--- src/sep_pkg.sv ---
// Purpose: Shared constants and types for the serial EEPROM pin-side logic.
// Assumes: 250 MHz system clock; the serial pins are asynchronous to it.
// Notes:   Program times are given in ms and turned into clock counts here.
`default_nettype none

package sep_pkg;

	// Clock and self-timed cycle lengths
	localparam int unsigned CLK_MHZ         = 250;
	localparam int unsigned WRITE_TIME_MS   = 2;
	localparam int unsigned ERASE_TIME_MS   = 1;
	localparam int unsigned BULK_TIME_MS    = 15;
	localparam int unsigned WRITE_CYCLES    = WRITE_TIME_MS * 1000 * CLK_MHZ;
	localparam int unsigned ERASE_CYCLES    = ERASE_TIME_MS * 1000 * CLK_MHZ;
	localparam int unsigned BULK_CYCLES     = BULK_TIME_MS * 1000 * CLK_MHZ;
	// Host-side gap, kept for reference by the far end
	localparam int unsigned DESELECT_GAP_NS = 100;

	// Array shape
	localparam int unsigned WORDS   = 64;
	localparam int unsigned WORD_W  = 16;
	localparam int unsigned ADDR_W  = 6;
	localparam logic [15:0] ERASED  = 16'hFFFF;

	// Frame field positions and bit counts
	localparam int unsigned OP_HI       = 7;
	localparam int unsigned OP_LO       = 6;
	localparam int unsigned SUB_HI      = 5;
	localparam int unsigned SUB_LO      = 4;
	localparam logic [3:0]  HEAD_LAST   = 4'h7;
	localparam logic [3:0]  DATA_LAST   = 4'hF;
	localparam logic [4:0]  READ_BITS   = 5'h10;
	localparam int unsigned FIFO_DEPTH  = 8;
	localparam int unsigned FIFO_W      = 2 + ADDR_W + WORD_W;

	// Opcodes and sub-commands of opcode 00
	localparam logic [1:0] OP_READ        = 2'h2;
	localparam logic [1:0] OP_WRITE       = 2'h1;
	localparam logic [1:0] OP_ERASE       = 2'h3;
	localparam logic [1:0] OP_SPECIAL     = 2'h0;
	localparam logic [1:0] SUB_UNLOCK     = 2'h3;
	localparam logic [1:0] SUB_LOCK       = 2'h0;
	localparam logic [1:0] SUB_ERASE_ALL  = 2'h2;
	localparam logic [1:0] SUB_WRITE_ALL  = 2'h1;

	// Program job kinds carried through the FIFO
	typedef enum logic [1:0] {
		PK_WRITE     = 2'h0,
		PK_ERASE     = 2'h1,
		PK_ERASE_ALL = 2'h2,
		PK_WRITE_ALL = 2'h3
	} sep_kind_t;

	// Instruction decoder states
	typedef enum logic [2:0] {
		D_IDLE = 3'h0,
		D_HEAD = 3'h1,
		D_DATA = 3'h2,
		D_READ = 3'h3,
		D_PUSH = 3'h4,
		D_DONE = 3'h5
	} sep_dec_t;

	// Self-timed executor states
	typedef enum logic [1:0] {
		X_IDLE  = 2'h0,
		X_ERASE = 2'h1,
		X_STORE = 2'h2
	} sep_exec_t;

endpackage : sep_pkg

`default_nettype wire

--- src/sep_serial_eeprom.sv ---
// Purpose: Pin-level logic of a three/four-wire serial EEPROM of 16-bit words.
// Assumes: Pins are sampled by a 250 MHz clock; rst is the power-up reset.
// Notes:   Finished program jobs queue in a small FIFO ahead of the timer.
//
// Behaviour
// - Device answers only while select high; low select means standby.
// - A started erase or write completes; standby waits for its end.
// - Select low holds instruction decoding in reset, dropping partial frames.
// - Opcode, address and data bits are sampled on serial clock rising edges.
// - Each outgoing bit is launched by a serial clock rising edge.
// - Serial clock may pause at either level; shift progress is kept.
// - Serial clock is ignored while select is low.
// - Before a start bit, clock edges change nothing.
// - Erase and write cycles are timed internally, no serial clock needed.
// - Execute only after all bits are in; then ignore inputs until deselect.
// - After a program start and a deselect gap, select high shows ready/busy.
// - Word program ends within 2 ms; erase-all and write-all within 15 ms.
// - A word write erases that word first, in the same timed cycle.
// - Array holds 64 words of 16 bits, each one addressed unit.
// - Start bit is the first rising edge with select and serial input high.
// - After power-up programming is locked until an unlock instruction.
// - A read emits one leading zero then the addressed 16-bit word.
// - Read data goes out most significant bit first.
`default_nettype none

module sep_fifo #(
	parameter int unsigned WIDTH = sep_pkg::FIFO_W,
	parameter int unsigned DEPTH = sep_pkg::FIFO_DEPTH
) (
	// Clock and reset
	input  wire logic             clock,
	input  wire logic             rst,
	// Filling side
	input  wire logic             inValid,
	output logic                  inReady,
	input  wire logic [WIDTH-1:0] inData,
	// Draining side
	output logic                  outValid,
	input  wire logic             outReady,
	output logic [WIDTH-1:0]      outData
);
	localparam int unsigned PW = (DEPTH > 1) ? $clog2(DEPTH) : 1;

	logic [WIDTH-1:0] store_reg [DEPTH];
	logic [WIDTH-1:0] store_next [DEPTH];
	logic [PW-1:0]    wrPtr_reg, wrPtr_next, rdPtr_reg, rdPtr_next;
	logic [PW:0]      count_reg, count_next;
	logic             push, pop;

	assign inReady  = count_reg != (PW+1)'(DEPTH);
	assign outValid = count_reg != '0;
	assign outData  = store_reg[rdPtr_reg];

	always_comb begin
		push       = inValid && inReady;
		pop        = outValid && outReady;
		store_next = store_reg;
		wrPtr_next = wrPtr_reg;
		rdPtr_next = rdPtr_reg;
		count_next = count_reg;
		if (push) begin
			store_next[wrPtr_reg] = inData;
			wrPtr_next = (wrPtr_reg == PW'(DEPTH - 1)) ? '0 : wrPtr_reg + 1'b1;
		end
		if (pop) begin
			rdPtr_next = (rdPtr_reg == PW'(DEPTH - 1)) ? '0 : rdPtr_reg + 1'b1;
		end
		if (push && !pop) begin
			count_next = count_reg + 1'b1;
		end else if (pop && !push) begin
			count_next = count_reg - 1'b1;
		end
	end

	always_ff @(posedge clock or posedge rst) begin
		if (rst) begin
			for (int i = 0; i < DEPTH; i++) begin
				store_reg[i] <= '0;
			end
			wrPtr_reg <= '0;
			rdPtr_reg <= '0;
			count_reg <= '0;
		end else begin
			store_reg <= store_next;
			wrPtr_reg <= wrPtr_next;
			rdPtr_reg <= rdPtr_next;
			count_reg <= count_next;
		end
	end

endmodule : sep_fifo

module sep_serial_eeprom #(
	parameter int unsigned WRITE_CYC = sep_pkg::WRITE_CYCLES,
	parameter int unsigned ERASE_CYC = sep_pkg::ERASE_CYCLES,
	parameter int unsigned BULK_CYC  = sep_pkg::BULK_CYCLES
) (
	// Clock and reset
	input  wire logic clock,
	input  wire logic rst,
	// Serial pins
	input  wire logic deviceSelect,
	input  wire logic serialClock,
	input  wire logic serialIn,
	output logic      serialOut,
	output logic      serialOutEn,
	// Power state
	output logic      standby
);
	// A pin change counts once stages two and three agree
	function automatic logic settle(input logic b, input logic c, input logic f);
		settle = (b == c) ? b : f;
	endfunction : settle

	// Pin synchronisers: bit 0 select, bit 1 clock, bit 2 data
	logic [2:0] syncA_reg, syncB_reg, syncC_reg, filt_reg, filt_next;
	logic       csNow, sinNow, sclkRise;

	always_comb begin
		for (int i = 0; i < 3; i++) begin
			filt_next[i] = settle(syncB_reg[i], syncC_reg[i], filt_reg[i]);
		end
		csNow    = filt_next[0];
		sinNow   = filt_next[2];
		sclkRise = csNow && filt_next[1] && !filt_reg[1];
	end

	always_ff @(posedge clock or posedge rst) begin
		if (rst) begin
			syncA_reg <= 3'h0;
			syncB_reg <= 3'h0;
			syncC_reg <= 3'h0;
			filt_reg  <= 3'h0;
		end else begin
			syncA_reg <= {serialIn, serialClock, deviceSelect};
			syncB_reg <= syncA_reg;
			syncC_reg <= syncB_reg;
			filt_reg  <= filt_next;
		end
	end

	// Storage array and FIFO wiring
	logic [15:0]             mem_reg [sep_pkg::WORDS];
	logic [15:0]             mem_next [sep_pkg::WORDS];
	logic                    fifoInReady, fifoOutValid, fifoOutReady;
	logic [sep_pkg::FIFO_W-1:0] fifoOutData;

	// Instruction decoder
	sep_pkg::sep_dec_t  decState_reg, decState_next;
	sep_pkg::sep_kind_t kind_reg, kind_next;
	logic [3:0]  bitCnt_reg, bitCnt_next;
	logic [7:0]  head_reg, head_next, headFull;
	logic [15:0] data_reg, data_next, readSh_reg, readSh_next;
	logic [4:0]  readCnt_reg, readCnt_next;
	logic        readEn_reg, readEn_next, readBit_reg, readBit_next;
	logic        progEn_reg, progEn_next;
	logic        startSeen, pushValid, pushDone;

	always_comb begin
		decState_next = decState_reg;
		kind_next     = kind_reg;
		bitCnt_next   = bitCnt_reg;
		head_next     = head_reg;
		data_next     = data_reg;
		readSh_next   = readSh_reg;
		readCnt_next  = readCnt_reg;
		readEn_next   = readEn_reg;
		readBit_next  = readBit_reg;
		progEn_next   = progEn_reg;
		headFull      = {head_reg[6:0], sinNow};
		pushValid     = decState_reg == sep_pkg::D_PUSH;
		pushDone      = pushValid && fifoInReady;
		startSeen     = decState_reg == sep_pkg::D_IDLE && sclkRise && sinNow;
		if (!csNow && !pushValid) begin
			// Accepted jobs survive deselect; anything partial is dropped
			decState_next = sep_pkg::D_IDLE;
			bitCnt_next   = 4'h0;
			readEn_next   = 1'b0;
		end else if (pushValid) begin
			if (fifoInReady) begin
				decState_next = csNow ? sep_pkg::D_DONE : sep_pkg::D_IDLE;
			end
		end else if (sclkRise) begin
			unique case (decState_reg)
				sep_pkg::D_IDLE: begin
					if (sinNow) begin
						decState_next = sep_pkg::D_HEAD;
						bitCnt_next   = 4'h0;
					end
				end
				sep_pkg::D_HEAD: begin
					head_next   = headFull;
					bitCnt_next = bitCnt_reg + 4'h1;
					if (bitCnt_reg == sep_pkg::HEAD_LAST) begin
						bitCnt_next = 4'h0;
						unique case (headFull[sep_pkg::OP_HI:sep_pkg::OP_LO])
							sep_pkg::OP_READ: begin
								decState_next = sep_pkg::D_READ;
								readEn_next   = 1'b1;
								readBit_next  = 1'b0;
								readSh_next   = mem_reg[headFull[sep_pkg::ADDR_W-1:0]];
								readCnt_next  = 5'h0;
							end
							sep_pkg::OP_WRITE: begin
								decState_next = sep_pkg::D_DATA;
								kind_next     = sep_pkg::PK_WRITE;
							end
							sep_pkg::OP_ERASE: begin
								kind_next     = sep_pkg::PK_ERASE;
								decState_next = progEn_reg ? sep_pkg::D_PUSH : sep_pkg::D_DONE;
							end
							sep_pkg::OP_SPECIAL: begin
								unique case (headFull[sep_pkg::SUB_HI:sep_pkg::SUB_LO])
									sep_pkg::SUB_UNLOCK: begin
										progEn_next   = 1'b1;
										decState_next = sep_pkg::D_DONE;
									end
									sep_pkg::SUB_LOCK: begin
										progEn_next   = 1'b0;
										decState_next = sep_pkg::D_DONE;
									end
									sep_pkg::SUB_ERASE_ALL: begin
										kind_next     = sep_pkg::PK_ERASE_ALL;
										decState_next = progEn_reg ? sep_pkg::D_PUSH : sep_pkg::D_DONE;
									end
									sep_pkg::SUB_WRITE_ALL: begin
										kind_next     = sep_pkg::PK_WRITE_ALL;
										decState_next = sep_pkg::D_DATA;
									end
								endcase
							end
						endcase
					end
				end
				sep_pkg::D_DATA: begin
					data_next   = {data_reg[14:0], sinNow};
					bitCnt_next = bitCnt_reg + 4'h1;
					if (bitCnt_reg == sep_pkg::DATA_LAST) begin
						bitCnt_next   = 4'h0;
						decState_next = progEn_reg ? sep_pkg::D_PUSH : sep_pkg::D_DONE;
					end
				end
				sep_pkg::D_READ: begin
					if (readCnt_reg == sep_pkg::READ_BITS) begin
						readEn_next   = 1'b0;
						decState_next = sep_pkg::D_DONE;
					end else begin
						readBit_next = readSh_reg[15];
						readSh_next  = {readSh_reg[14:0], 1'b0};
						readCnt_next = readCnt_reg + 5'h1;
					end
				end
				sep_pkg::D_PUSH, sep_pkg::D_DONE: begin
				end
				default: decState_next = sep_pkg::D_IDLE;
			endcase
		end
	end

	always_ff @(posedge clock or posedge rst) begin
		if (rst) begin
			decState_reg <= sep_pkg::D_IDLE;
			kind_reg     <= sep_pkg::PK_WRITE;
			bitCnt_reg   <= 4'h0;
			head_reg     <= 8'h00;
			data_reg     <= 16'h0000;
			readSh_reg   <= 16'h0000;
			readCnt_reg  <= 5'h00;
			readEn_reg   <= 1'b0;
			readBit_reg  <= 1'b0;
			progEn_reg   <= 1'b0;
		end else begin
			decState_reg <= decState_next;
			kind_reg     <= kind_next;
			bitCnt_reg   <= bitCnt_next;
			head_reg     <= head_next;
			data_reg     <= data_next;
			readSh_reg   <= readSh_next;
			readCnt_reg  <= readCnt_next;
			readEn_reg   <= readEn_next;
			readBit_reg  <= readBit_next;
			progEn_reg   <= progEn_next;
		end
	end

	AST_DESELECT_RESETS: assert property (@(posedge clock) disable iff (rst)
		(!csNow && decState_reg != sep_pkg::D_PUSH) |=> decState_reg == sep_pkg::D_IDLE && !readEn_reg)
		else $error("Decoder not reset by deselect");
	AST_WAIT_FOR_START: assert property (@(posedge clock) disable iff (rst)
		(decState_reg == sep_pkg::D_IDLE && csNow && !sinNow) |=> decState_reg == sep_pkg::D_IDLE)
		else $error("Left idle without a start bit");
	AST_START_DETECT: assert property (@(posedge clock) disable iff (rst)
		startSeen |=> decState_reg == sep_pkg::D_HEAD && bitCnt_reg == 4'h0)
		else $error("Start bit not taken");
	AST_SAMPLE_ON_RISE: assert property (@(posedge clock) disable iff (rst)
		(decState_reg == sep_pkg::D_HEAD && sclkRise) |=> head_reg[0] == $past(sinNow))
		else $error("Header bit not sampled on rising edge");
	AST_PAUSE_KEEPS: assert property (@(posedge clock) disable iff (rst)
		(decState_reg == sep_pkg::D_DATA && csNow && !sclkRise) |=> $stable(bitCnt_reg) && $stable(data_reg))
		else $error("Shift progress moved without a clock edge");
	AST_DONE_HOLDS: assert property (@(posedge clock) disable iff (rst)
		(decState_reg == sep_pkg::D_DONE && csNow) |=> decState_reg == sep_pkg::D_DONE)
		else $error("Finished frame reacted to inputs");
	AST_READ_DUMMY: assert property (@(posedge clock) disable iff (rst)
		(decState_reg == sep_pkg::D_HEAD ##1 decState_reg == sep_pkg::D_READ) |-> readEn_reg && !readBit_reg)
		else $error("Read did not start with a zero bit");
	AST_LAUNCH_ON_RISE: assert property (@(posedge clock) disable iff (rst)
		(decState_reg == sep_pkg::D_READ && csNow && !sclkRise) |=> $stable(readBit_reg))
		else $error("Read bit changed without a clock edge");
	AST_LOCKED_NO_JOB: assert property (@(posedge clock) disable iff (rst)
		(decState_reg != sep_pkg::D_PUSH ##1 decState_reg == sep_pkg::D_PUSH) |-> $past(progEn_reg))
		else $error("Program job queued while locked");

	// Job queue; a full queue stalls the decoder in its push state
	sep_fifo #(.WIDTH(sep_pkg::FIFO_W), .DEPTH(sep_pkg::FIFO_DEPTH)) jobQueue (
		.clock    (clock),
		.rst      (rst),
		.inValid  (pushValid),
		.inReady  (fifoInReady),
		.inData   ({kind_reg, head_reg[sep_pkg::ADDR_W-1:0], data_reg}),
		.outValid (fifoOutValid),
		.outReady (fifoOutReady),
		.outData  (fifoOutData)
	);

	// Self-timed executor, runs on the system clock only
	sep_pkg::sep_exec_t  xState_reg, xState_next;
	sep_pkg::sep_kind_t  xKind_reg, xKind_next;
	logic [5:0]  xAddr_reg, xAddr_next;
	logic [15:0] xData_reg, xData_next;
	logic [31:0] timer_reg, timer_next;
	logic        busy;

	always_comb begin
		xState_next  = xState_reg;
		xKind_next   = xKind_reg;
		xAddr_next   = xAddr_reg;
		xData_next   = xData_reg;
		timer_next   = timer_reg;
		mem_next     = mem_reg;
		fifoOutReady = xState_reg == sep_pkg::X_IDLE;
		unique case (xState_reg)
			sep_pkg::X_IDLE: begin
				if (fifoOutValid) begin
					xKind_next = sep_pkg::sep_kind_t'(fifoOutData[sep_pkg::FIFO_W-1 -: 2]);
					xAddr_next = fifoOutData[sep_pkg::WORD_W +: sep_pkg::ADDR_W];
					xData_next = fifoOutData[sep_pkg::WORD_W-1:0];
					unique case (sep_pkg::sep_kind_t'(fifoOutData[sep_pkg::FIFO_W-1 -: 2]))
						sep_pkg::PK_WRITE: begin
							xState_next = sep_pkg::X_ERASE;
							timer_next  = 32'(WRITE_CYC / 2 - 1);
						end
						sep_pkg::PK_ERASE: begin
							xState_next = sep_pkg::X_ERASE;
							timer_next  = 32'(ERASE_CYC - 1);
						end
						sep_pkg::PK_ERASE_ALL: begin
							xState_next = sep_pkg::X_ERASE;
							timer_next  = 32'(BULK_CYC - 1);
						end
						sep_pkg::PK_WRITE_ALL: begin
							xState_next = sep_pkg::X_STORE;
							timer_next  = 32'(BULK_CYC - 1);
						end
					endcase
				end
			end
			sep_pkg::X_ERASE, sep_pkg::X_STORE: begin
				timer_next = timer_reg - 32'h1;
				if (timer_reg == 32'h0) begin
					xState_next = sep_pkg::X_IDLE;
					if (xState_reg == sep_pkg::X_ERASE) begin
						for (int i = 0; i < sep_pkg::WORDS; i++) begin
							if (xKind_reg == sep_pkg::PK_ERASE_ALL || 6'(i) == xAddr_reg) begin
								mem_next[i] = sep_pkg::ERASED;
							end
						end
						if (xKind_reg == sep_pkg::PK_WRITE) begin
							xState_next = sep_pkg::X_STORE;
							timer_next  = 32'(WRITE_CYC - WRITE_CYC / 2 - 1);
						end
					end else begin
						for (int i = 0; i < sep_pkg::WORDS; i++) begin
							if (xKind_reg == sep_pkg::PK_WRITE_ALL || 6'(i) == xAddr_reg) begin
								mem_next[i] = xData_reg;
							end
						end
					end
				end
			end
			default: xState_next = sep_pkg::X_IDLE;
		endcase
	end

	always_ff @(posedge clock or posedge rst) begin
		if (rst) begin
			xState_reg <= sep_pkg::X_IDLE;
			xKind_reg  <= sep_pkg::PK_WRITE;
			xAddr_reg  <= 6'h00;
			xData_reg  <= 16'h0000;
			timer_reg  <= 32'h0;
			for (int i = 0; i < sep_pkg::WORDS; i++) begin
				mem_reg[i] <= sep_pkg::ERASED;
			end
		end else begin
			xState_reg <= xState_next;
			xKind_reg  <= xKind_next;
			xAddr_reg  <= xAddr_next;
			xData_reg  <= xData_next;
			timer_reg  <= timer_next;
			mem_reg    <= mem_next;
		end
	end

	AST_TIMER_BOUND: assert property (@(posedge clock) disable iff (rst)
		(xState_reg != sep_pkg::X_IDLE) |-> timer_reg < 32'(BULK_CYC))
		else $error("Program timer beyond the longest cycle");
	AST_SELF_TIMED: assert property (@(posedge clock) disable iff (rst)
		(xState_reg != sep_pkg::X_IDLE && timer_reg != 32'h0) |=> timer_reg == $past(timer_reg) - 32'h1)
		else $error("Program timer stalled");
	AST_ERASE_BEFORE_WRITE: assert property (@(posedge clock) disable iff (rst)
		(xState_reg == sep_pkg::X_ERASE && timer_reg == 32'h0 && xKind_reg == sep_pkg::PK_WRITE)
		|=> xState_reg == sep_pkg::X_STORE && mem_reg[xAddr_reg] == sep_pkg::ERASED)
		else $error("Word not erased ahead of its write");

	// Ready/busy status: armed by a queued job, shown after a deselect
	logic armed_reg, armed_next, armLow_reg, armLow_next, statusDrive;
	logic outBit_reg, outBit_next, outEn_reg, outEn_next, standby_reg, standby_next;

	always_comb begin
		busy        = pushValid || fifoOutValid || xState_reg != sep_pkg::X_IDLE;
		armed_next  = armed_reg;
		armLow_next = armLow_reg;
		if (pushDone) begin
			armed_next  = 1'b1;
			armLow_next = 1'b0;
		end else if (startSeen) begin
			armed_next  = 1'b0;
			armLow_next = 1'b0;
		end else if (!csNow && armed_reg) begin
			armLow_next = 1'b1;
		end
		statusDrive  = csNow && armLow_reg && decState_reg == sep_pkg::D_IDLE;
		outBit_next  = readEn_reg ? readBit_reg : !busy;
		outEn_next   = (readEn_reg && csNow) || statusDrive;
		standby_next = !csNow && !busy;
	end

	always_ff @(posedge clock or posedge rst) begin
		if (rst) begin
			armed_reg   <= 1'b0;
			armLow_reg  <= 1'b0;
			outBit_reg  <= 1'b0;
			outEn_reg   <= 1'b0;
			standby_reg <= 1'b1;
		end else begin
			armed_reg   <= armed_next;
			armLow_reg  <= armLow_next;
			outBit_reg  <= outBit_next;
			outEn_reg   <= outEn_next;
			standby_reg <= standby_next;
		end
	end

	assign serialOut   = outBit_reg;
	assign serialOutEn = outEn_reg;
	assign standby     = standby_reg;

	AST_STANDBY_WAITS: assert property (@(posedge clock) disable iff (rst)
		busy |=> !standby_reg)
		else $error("Standby entered during a program cycle");
	AST_STANDBY_DESELECT: assert property (@(posedge clock) disable iff (rst)
		(!csNow && !busy) |=> standby_reg && !outEn_reg)
		else $error("Deselected idle device not in standby");
	AST_STATUS_BUSY_LOW: assert property (@(posedge clock) disable iff (rst)
		(statusDrive && !readEn_reg && xState_reg != sep_pkg::X_IDLE) |=> outEn_reg && !outBit_reg)
		else $error("Status did not show busy");

endmodule : sep_serial_eeprom

`default_nettype wire

--- config.mk ---
export PLATFORM = sky130hd
export DESIGN_NAME = sep_serial_eeprom
export DESIGN_NICKNAME = d
export VERILOG_FILES = /design/src/sep_pkg.sv /design/src/sep_serial_eeprom.sv
export SDC_FILE = /design/constraint.sdc
export NUM_CORES = 2
export LEC_CHECK = 0
export BUFFER_PORTS_ARGS = -buffer_cell sky130_fd_sc_hd__buf_2
export CAP_MARGIN = 20
export CORE_ASPECT_RATIO = 0.8
export CORE_MARGIN = 3
export CORE_UTILIZATION = 43
export CTS_CLUSTER_DIAMETER = 120
export DETAILED_ROUTE_END_ITERATION = 8
export GPL_TIMING_DRIVEN = 1
export MAX_ROUTING_LAYER = met4
export SETUP_SLACK_MARGIN = 0.02
export SYNTH_ARGS = -nofsm -noshare
export SYNTH_HDL_FRONTEND = slang
export SYNTH_SLANG_ARGS = --single-unit
--- constraint.sdc ---
create_clock -name clock -period 56.2 [get_ports clock]
set_input_delay 8.43 -clock clock [delete_from_list [all_inputs] [get_ports clock]]
set_output_delay 8.43 -clock clock [all_outputs]
set_load 0.1 [all_outputs]
; Word level (Yosys, flattened, before mapping)
; Index checks and enable logic that the tools add are counted.
[word_totals]
regBits = 1357
latch_bits = 0
ram_bits = 0
rom_bits = 0
inputBits = 5
output_inout_bits = 3
elab_cells = 809
mem_count = 0
[op_classes]
n_addsub = 7
multipliers = 0
div = 0
order_cmp = 4
n_eq_ne = 171
n_shift = 0
muxes = 205
n_bitwise = 5
n_reduce_logical = 318
[ops]
columns = operator, count
row1 = two-way mux 16 bit, 133
row2 = two-way mux 1024 bit, 1
row3 = AND reduction 4 bit, 67
row4 = bitwise mux 192 bit, 1
row5 = equality test 6 bit (first input constant), 32
row6 = nonzero test 2 bit, 71
row7 = logical OR 1 bit, 131
row8 = != test 2 x 1 -> 1 bit (second input constant), 65
row9 = two-way mux 32 bit, 4
row10 = case mux 32 bit (2 select lines), 2
row11 = binary-select mux 16 bit (select 6 bit), 1
row12 = equality test 5 x 6 -> 1 bit (first input constant), 16
row13 = binary-select mux 24 bit (select 3 bit), 1
row14 = demux 24 bit (select 3 bit), 1
row15 = two-way mux 24 bit, 3
row16 = equality test 4 x 6 -> 1 bit (first input constant), 8
row17 = two-way mux 3 bit, 11
row18 = zero test 32 bit, 1
row19 = two-way mux 4 bit, 8
row20 = case mux 16 bit (2 select lines), 1
row21 = subtractor 32 x 1 -> 32 bit (second input constant), 1
row22 = AND reduction 7 bit, 4
row23 = equality test 3 x 6 -> 1 bit (first input constant), 4
row24 = two-way mux 1 bit, 19
row25 = other kinds (48), 124

; Depth between registers and ports, before layout
[logic_depth]
depth_word = 9
mapped_depth = 13
mapped_depth_nobuf = 11

; Hierarchy
; From an unflattened synthesis, not the netlist that was laid out.
[hier_totals]
hier_cells = 5936
area_unflattened_um2 = 63937.6
[by_module_without_submodules]
columns = mod, instances, cells_per_inst, area_each_um2, seq_area_each_um2
row1 = sep_serial_eeprom, 1, 5380, 54467.2, 30185.2
row2 = sep_fifo, 1, 556, 9470.3, 5054.8

; Least setup slack after synthesis
; Ideal clock, no wire load.
[synth_path]
path_kind = register to output
from = reg outBit_reg, in the netlist serialOut
to = out serialOut
t_arrival_ps = 883
required_ps = 47770
slack_ps = 46887
stages_incl_launch_ff = 1
n_path_buf = 0
cell_sequence = dfrtp_1
[synth_rtl]
columns = element, line_no
row1 = "start, declared", sep_serial_eeprom.sv:428  ; logic outBit_reg, outBit_next, outEn_reg, outEn_next, standby_reg, standby_next;
row2 = "start signal, assigned", sep_serial_eeprom.sv:459  ; outBit_reg <= outBit_next;
row3 = "end, declared", sep_serial_eeprom.sv:105  ; output logic serialOut,
; No word-level cell between the ends.

==> flow_metrics.tcl <==
set metrics [dict create \
    status "completed" \
    cts.sinks 1357 \
    cts_tree "done" \
    synth_cell_types 84 \
    path_clk_slew_ns 0.06 \
    critPathCaptureType "async pin" \
    finalHoldViolations 0 \
    synth_fp_nets 5944 \
    clk_path_buf_depth 3 \
    die_area_sq_mm 0.150 \
    io_buffers 7 \
    postRouteAntennaNets 0 \
    post-cts-setup-buffers 0 \
    grt_pass1_vias 41900 \
    cts_hold_buf 0 \
    yosys_warnings 0 \
    syn_area_sq_mm 0.0626 \
    wirelength_mm 168 \
    preCtsSetupSlack_ns 43.49 \
    rsz0062_at_grt "false" \
    yosys.area.top_type_share 0.430 \
    area_growth_pct 10.8 \
    synth_edf_count 0 \
    cap_violations 0 \
    start_util 0.436 \
    route.detailed.drc 0 \
    yosysTopAreaCell "dfstp_2" \
    ctsResizeCount 0 \
    drt_iter0_drc 3750 \
    tightest_slew_ns 1.22 \
    required_ns 57.05 \
    die_h_um 347 \
    core_area_sq_mm 0.144 \
    antenna_found_initial 7 \
    critPathArrivalTime_ns 12.59 \
    clock_skew_ns 0.0298 \
    dpl.hpwl_mm 97.7 \
    die_w_um 433 \
    fin_util 0.483 \
    synth_cells 5915 \
    wire_per_inst_um 21.8 \
    firstDrtPassIters 5 \
    cp_max_fo 121 \
    largest_reg_flops 1024 \
    clock_latency_ns 0.77 \
    syn_area_per_cell_sq_um 10.6 \
    rows 124 \
    setup_tns_ns 0 \
    fmax_ghz 0.0852 \
    io_pins 8 \
    cts_htree_levels 4 \
    drv_slew 0 \
    ys_ff_latch 1357 \
    min_period_ns 11.74 \
    leakage_nw 27.9 \
    grt_pass1_wl_mm 260 \
    ys_top_cells_by_area "dfstp_2 (43%), dfrtp_1 (13%), a21oi_1 (9.2%)" \
    finalCritPeriodShare 0.209 \
    layout-drive-gt1-share 0.325 \
    peakVddDrop_uv 35.7 \
    hp-class "flip-flop to flip-flop" \
    async_flop_share 1.00 \
    cts_buffers 141 \
    grt_overflow 0 \
    startpoint_type "input port" \
    grt_usage 0.231 \
    max-slew-margin-rel 0.183 \
    gp_congestion 0.888 \
    cts-root-buf "clkbuf_16" \
    holdWs_ns 0.371 \
    setup_ws_ns 44.46 \
    finalSetupViolCount 0 \
    critPathKind "input port to async pin" \
    powerDensity_mw_per_mm2 36.6 \
    synthFlopType "dfstp_2" \
    drt-vias-per-instance 5.64 \
    ys_seq_area_frac 0.563 \
    grt_max_degree 191 \
    vias 43500 \
    layout.nets 5728 \
]
[routing by layer]
layer  up-vias  track usage  share of wire
li1      20300            -              -
met2      1004        0.326           0.43
met4         0       0.0563          0.020
met5         -            -              0
met1     22000        0.344           0.49
met3       198       0.0395          0.061
[cell type report]
| type | instances | area, sq um |
|---|---|---|
| Clock buffer | 212 | 4320 |
| Multi-Input combinational cell | 3966 | 25400 |
| Sequential cell | 1357 | 35300 |
| Inverter | 64 | 260 |
| Clock inverter | 40 | 375 |
| Antenna cell | 4 | 10.0 |
| Tap cell | 1890 | 2360 |
| Fill cell | 13000 | 74300 |
| Timing Repair Buffer | 169 | 1390 |
[critical path: stages]
cell	delay, ns
buf_2	0.13
inv_8	0.57
buf_4	0.76
buf_4	0.80
buf_4	0.80
buf_4	0.90
[path summary, 6_finish.rpt]
kind                       depth (start not counted)    startpoint             to  slack [ns]
max                                                6           rst    mem_reg[54]       44.46
max in group clock                                 1       standby        standby       46.10
min in group asynchronous                          2           rst      serialOut        7.86
max reg2reg                                       11  syncB_reg[2]  readSh_reg[1]       51.15
min reg2reg                                        0  syncA_reg[1]   syncB_reg[1]        0.37
min                                                0  syncA_reg[1]   syncB_reg[1]        0.37
[Yosys cell counts, drive strengths merged (9+ instances only)]
library cell and number:
nor4 27, dfstp 1025, nand3 13, inv 63, o21ai 166, dfrtp 332
o22a 15, buf 261, clkbuf 267, a221o 18, o311ai 26, nor2b 24
nand2 150, mux4 101, or4 9, nor3 114, and2 10, mux2 251
o22ai 87, a211oi 20, a21o 34, mux2i 311, nor2 1207, nand2b 21
a21oi 1153, ha 23, or3 9, o211ai 55, a211o 16
[metrics by stage]
stage               area (sq um)  total power, mW  std cells
floorplan                  62600             1.37       5915
global placement           64500             1.60       7434
global route               69400             2.64       7699
CTS                        69200             2.56       7689
finish                     69400             2.54       7702
detailed placement         64500             1.60       7437
[layout by cell type, fill, tap and decap left out, types with 9 or more instances in the layout]
master     instances
nor4_1            25
inv_1             58
clkinv_2          24
dfrtp_1          328
nor2_4            17
nor3_4            65
a221o_1           18
buf_4            148
mux4_2           101
o22a_1            15
a211oi_1          20
mux2_2           250
o22ai_1           87
a211o_1           16
nor3_1            47
o211ai_1          55
nand3_1           13
or3_1              9
o21ai_0          160
clkbuf_1          25
dfstp_2         1025
a21oi_1         1152
clkbuf_16        147
mux2i_1          311
nand2_1          148
clkbuf_8          40
ha_1              22
nand2b_1          20
nor2_1          1190
a21o_1            34
nor2b_1           23
o311ai_0          24
[cell families (layout without fill, tap and decap cells)]
kind of cell	Yosys count	count (layout)	share of synthesized area
flip-flops	1357	1357	0.563
buffers and inverters	592	485	0.0403
adder cells (fa/ha/maj)	25	25	0.00508
AND/OR/NAND/NOR	1631	1631	0.114
multiplexers	663	663	0.131
AO/OA/AOI/OAI	1642	1642	0.145
XOR/XNOR	5	5	0.000700
other	0	4	0
[report_power, final]
part | internal, mW | leakage [nW] | switching [mW]
combinational | 0.124 | 10.5 | 0.454
clock | 0.554 | 2.33 | 0.392
sequential | 0.996 | 15.1 | 0.0220
total | 1.67 | 27.9 | 0.868
(Power assumes the default switching activity.)
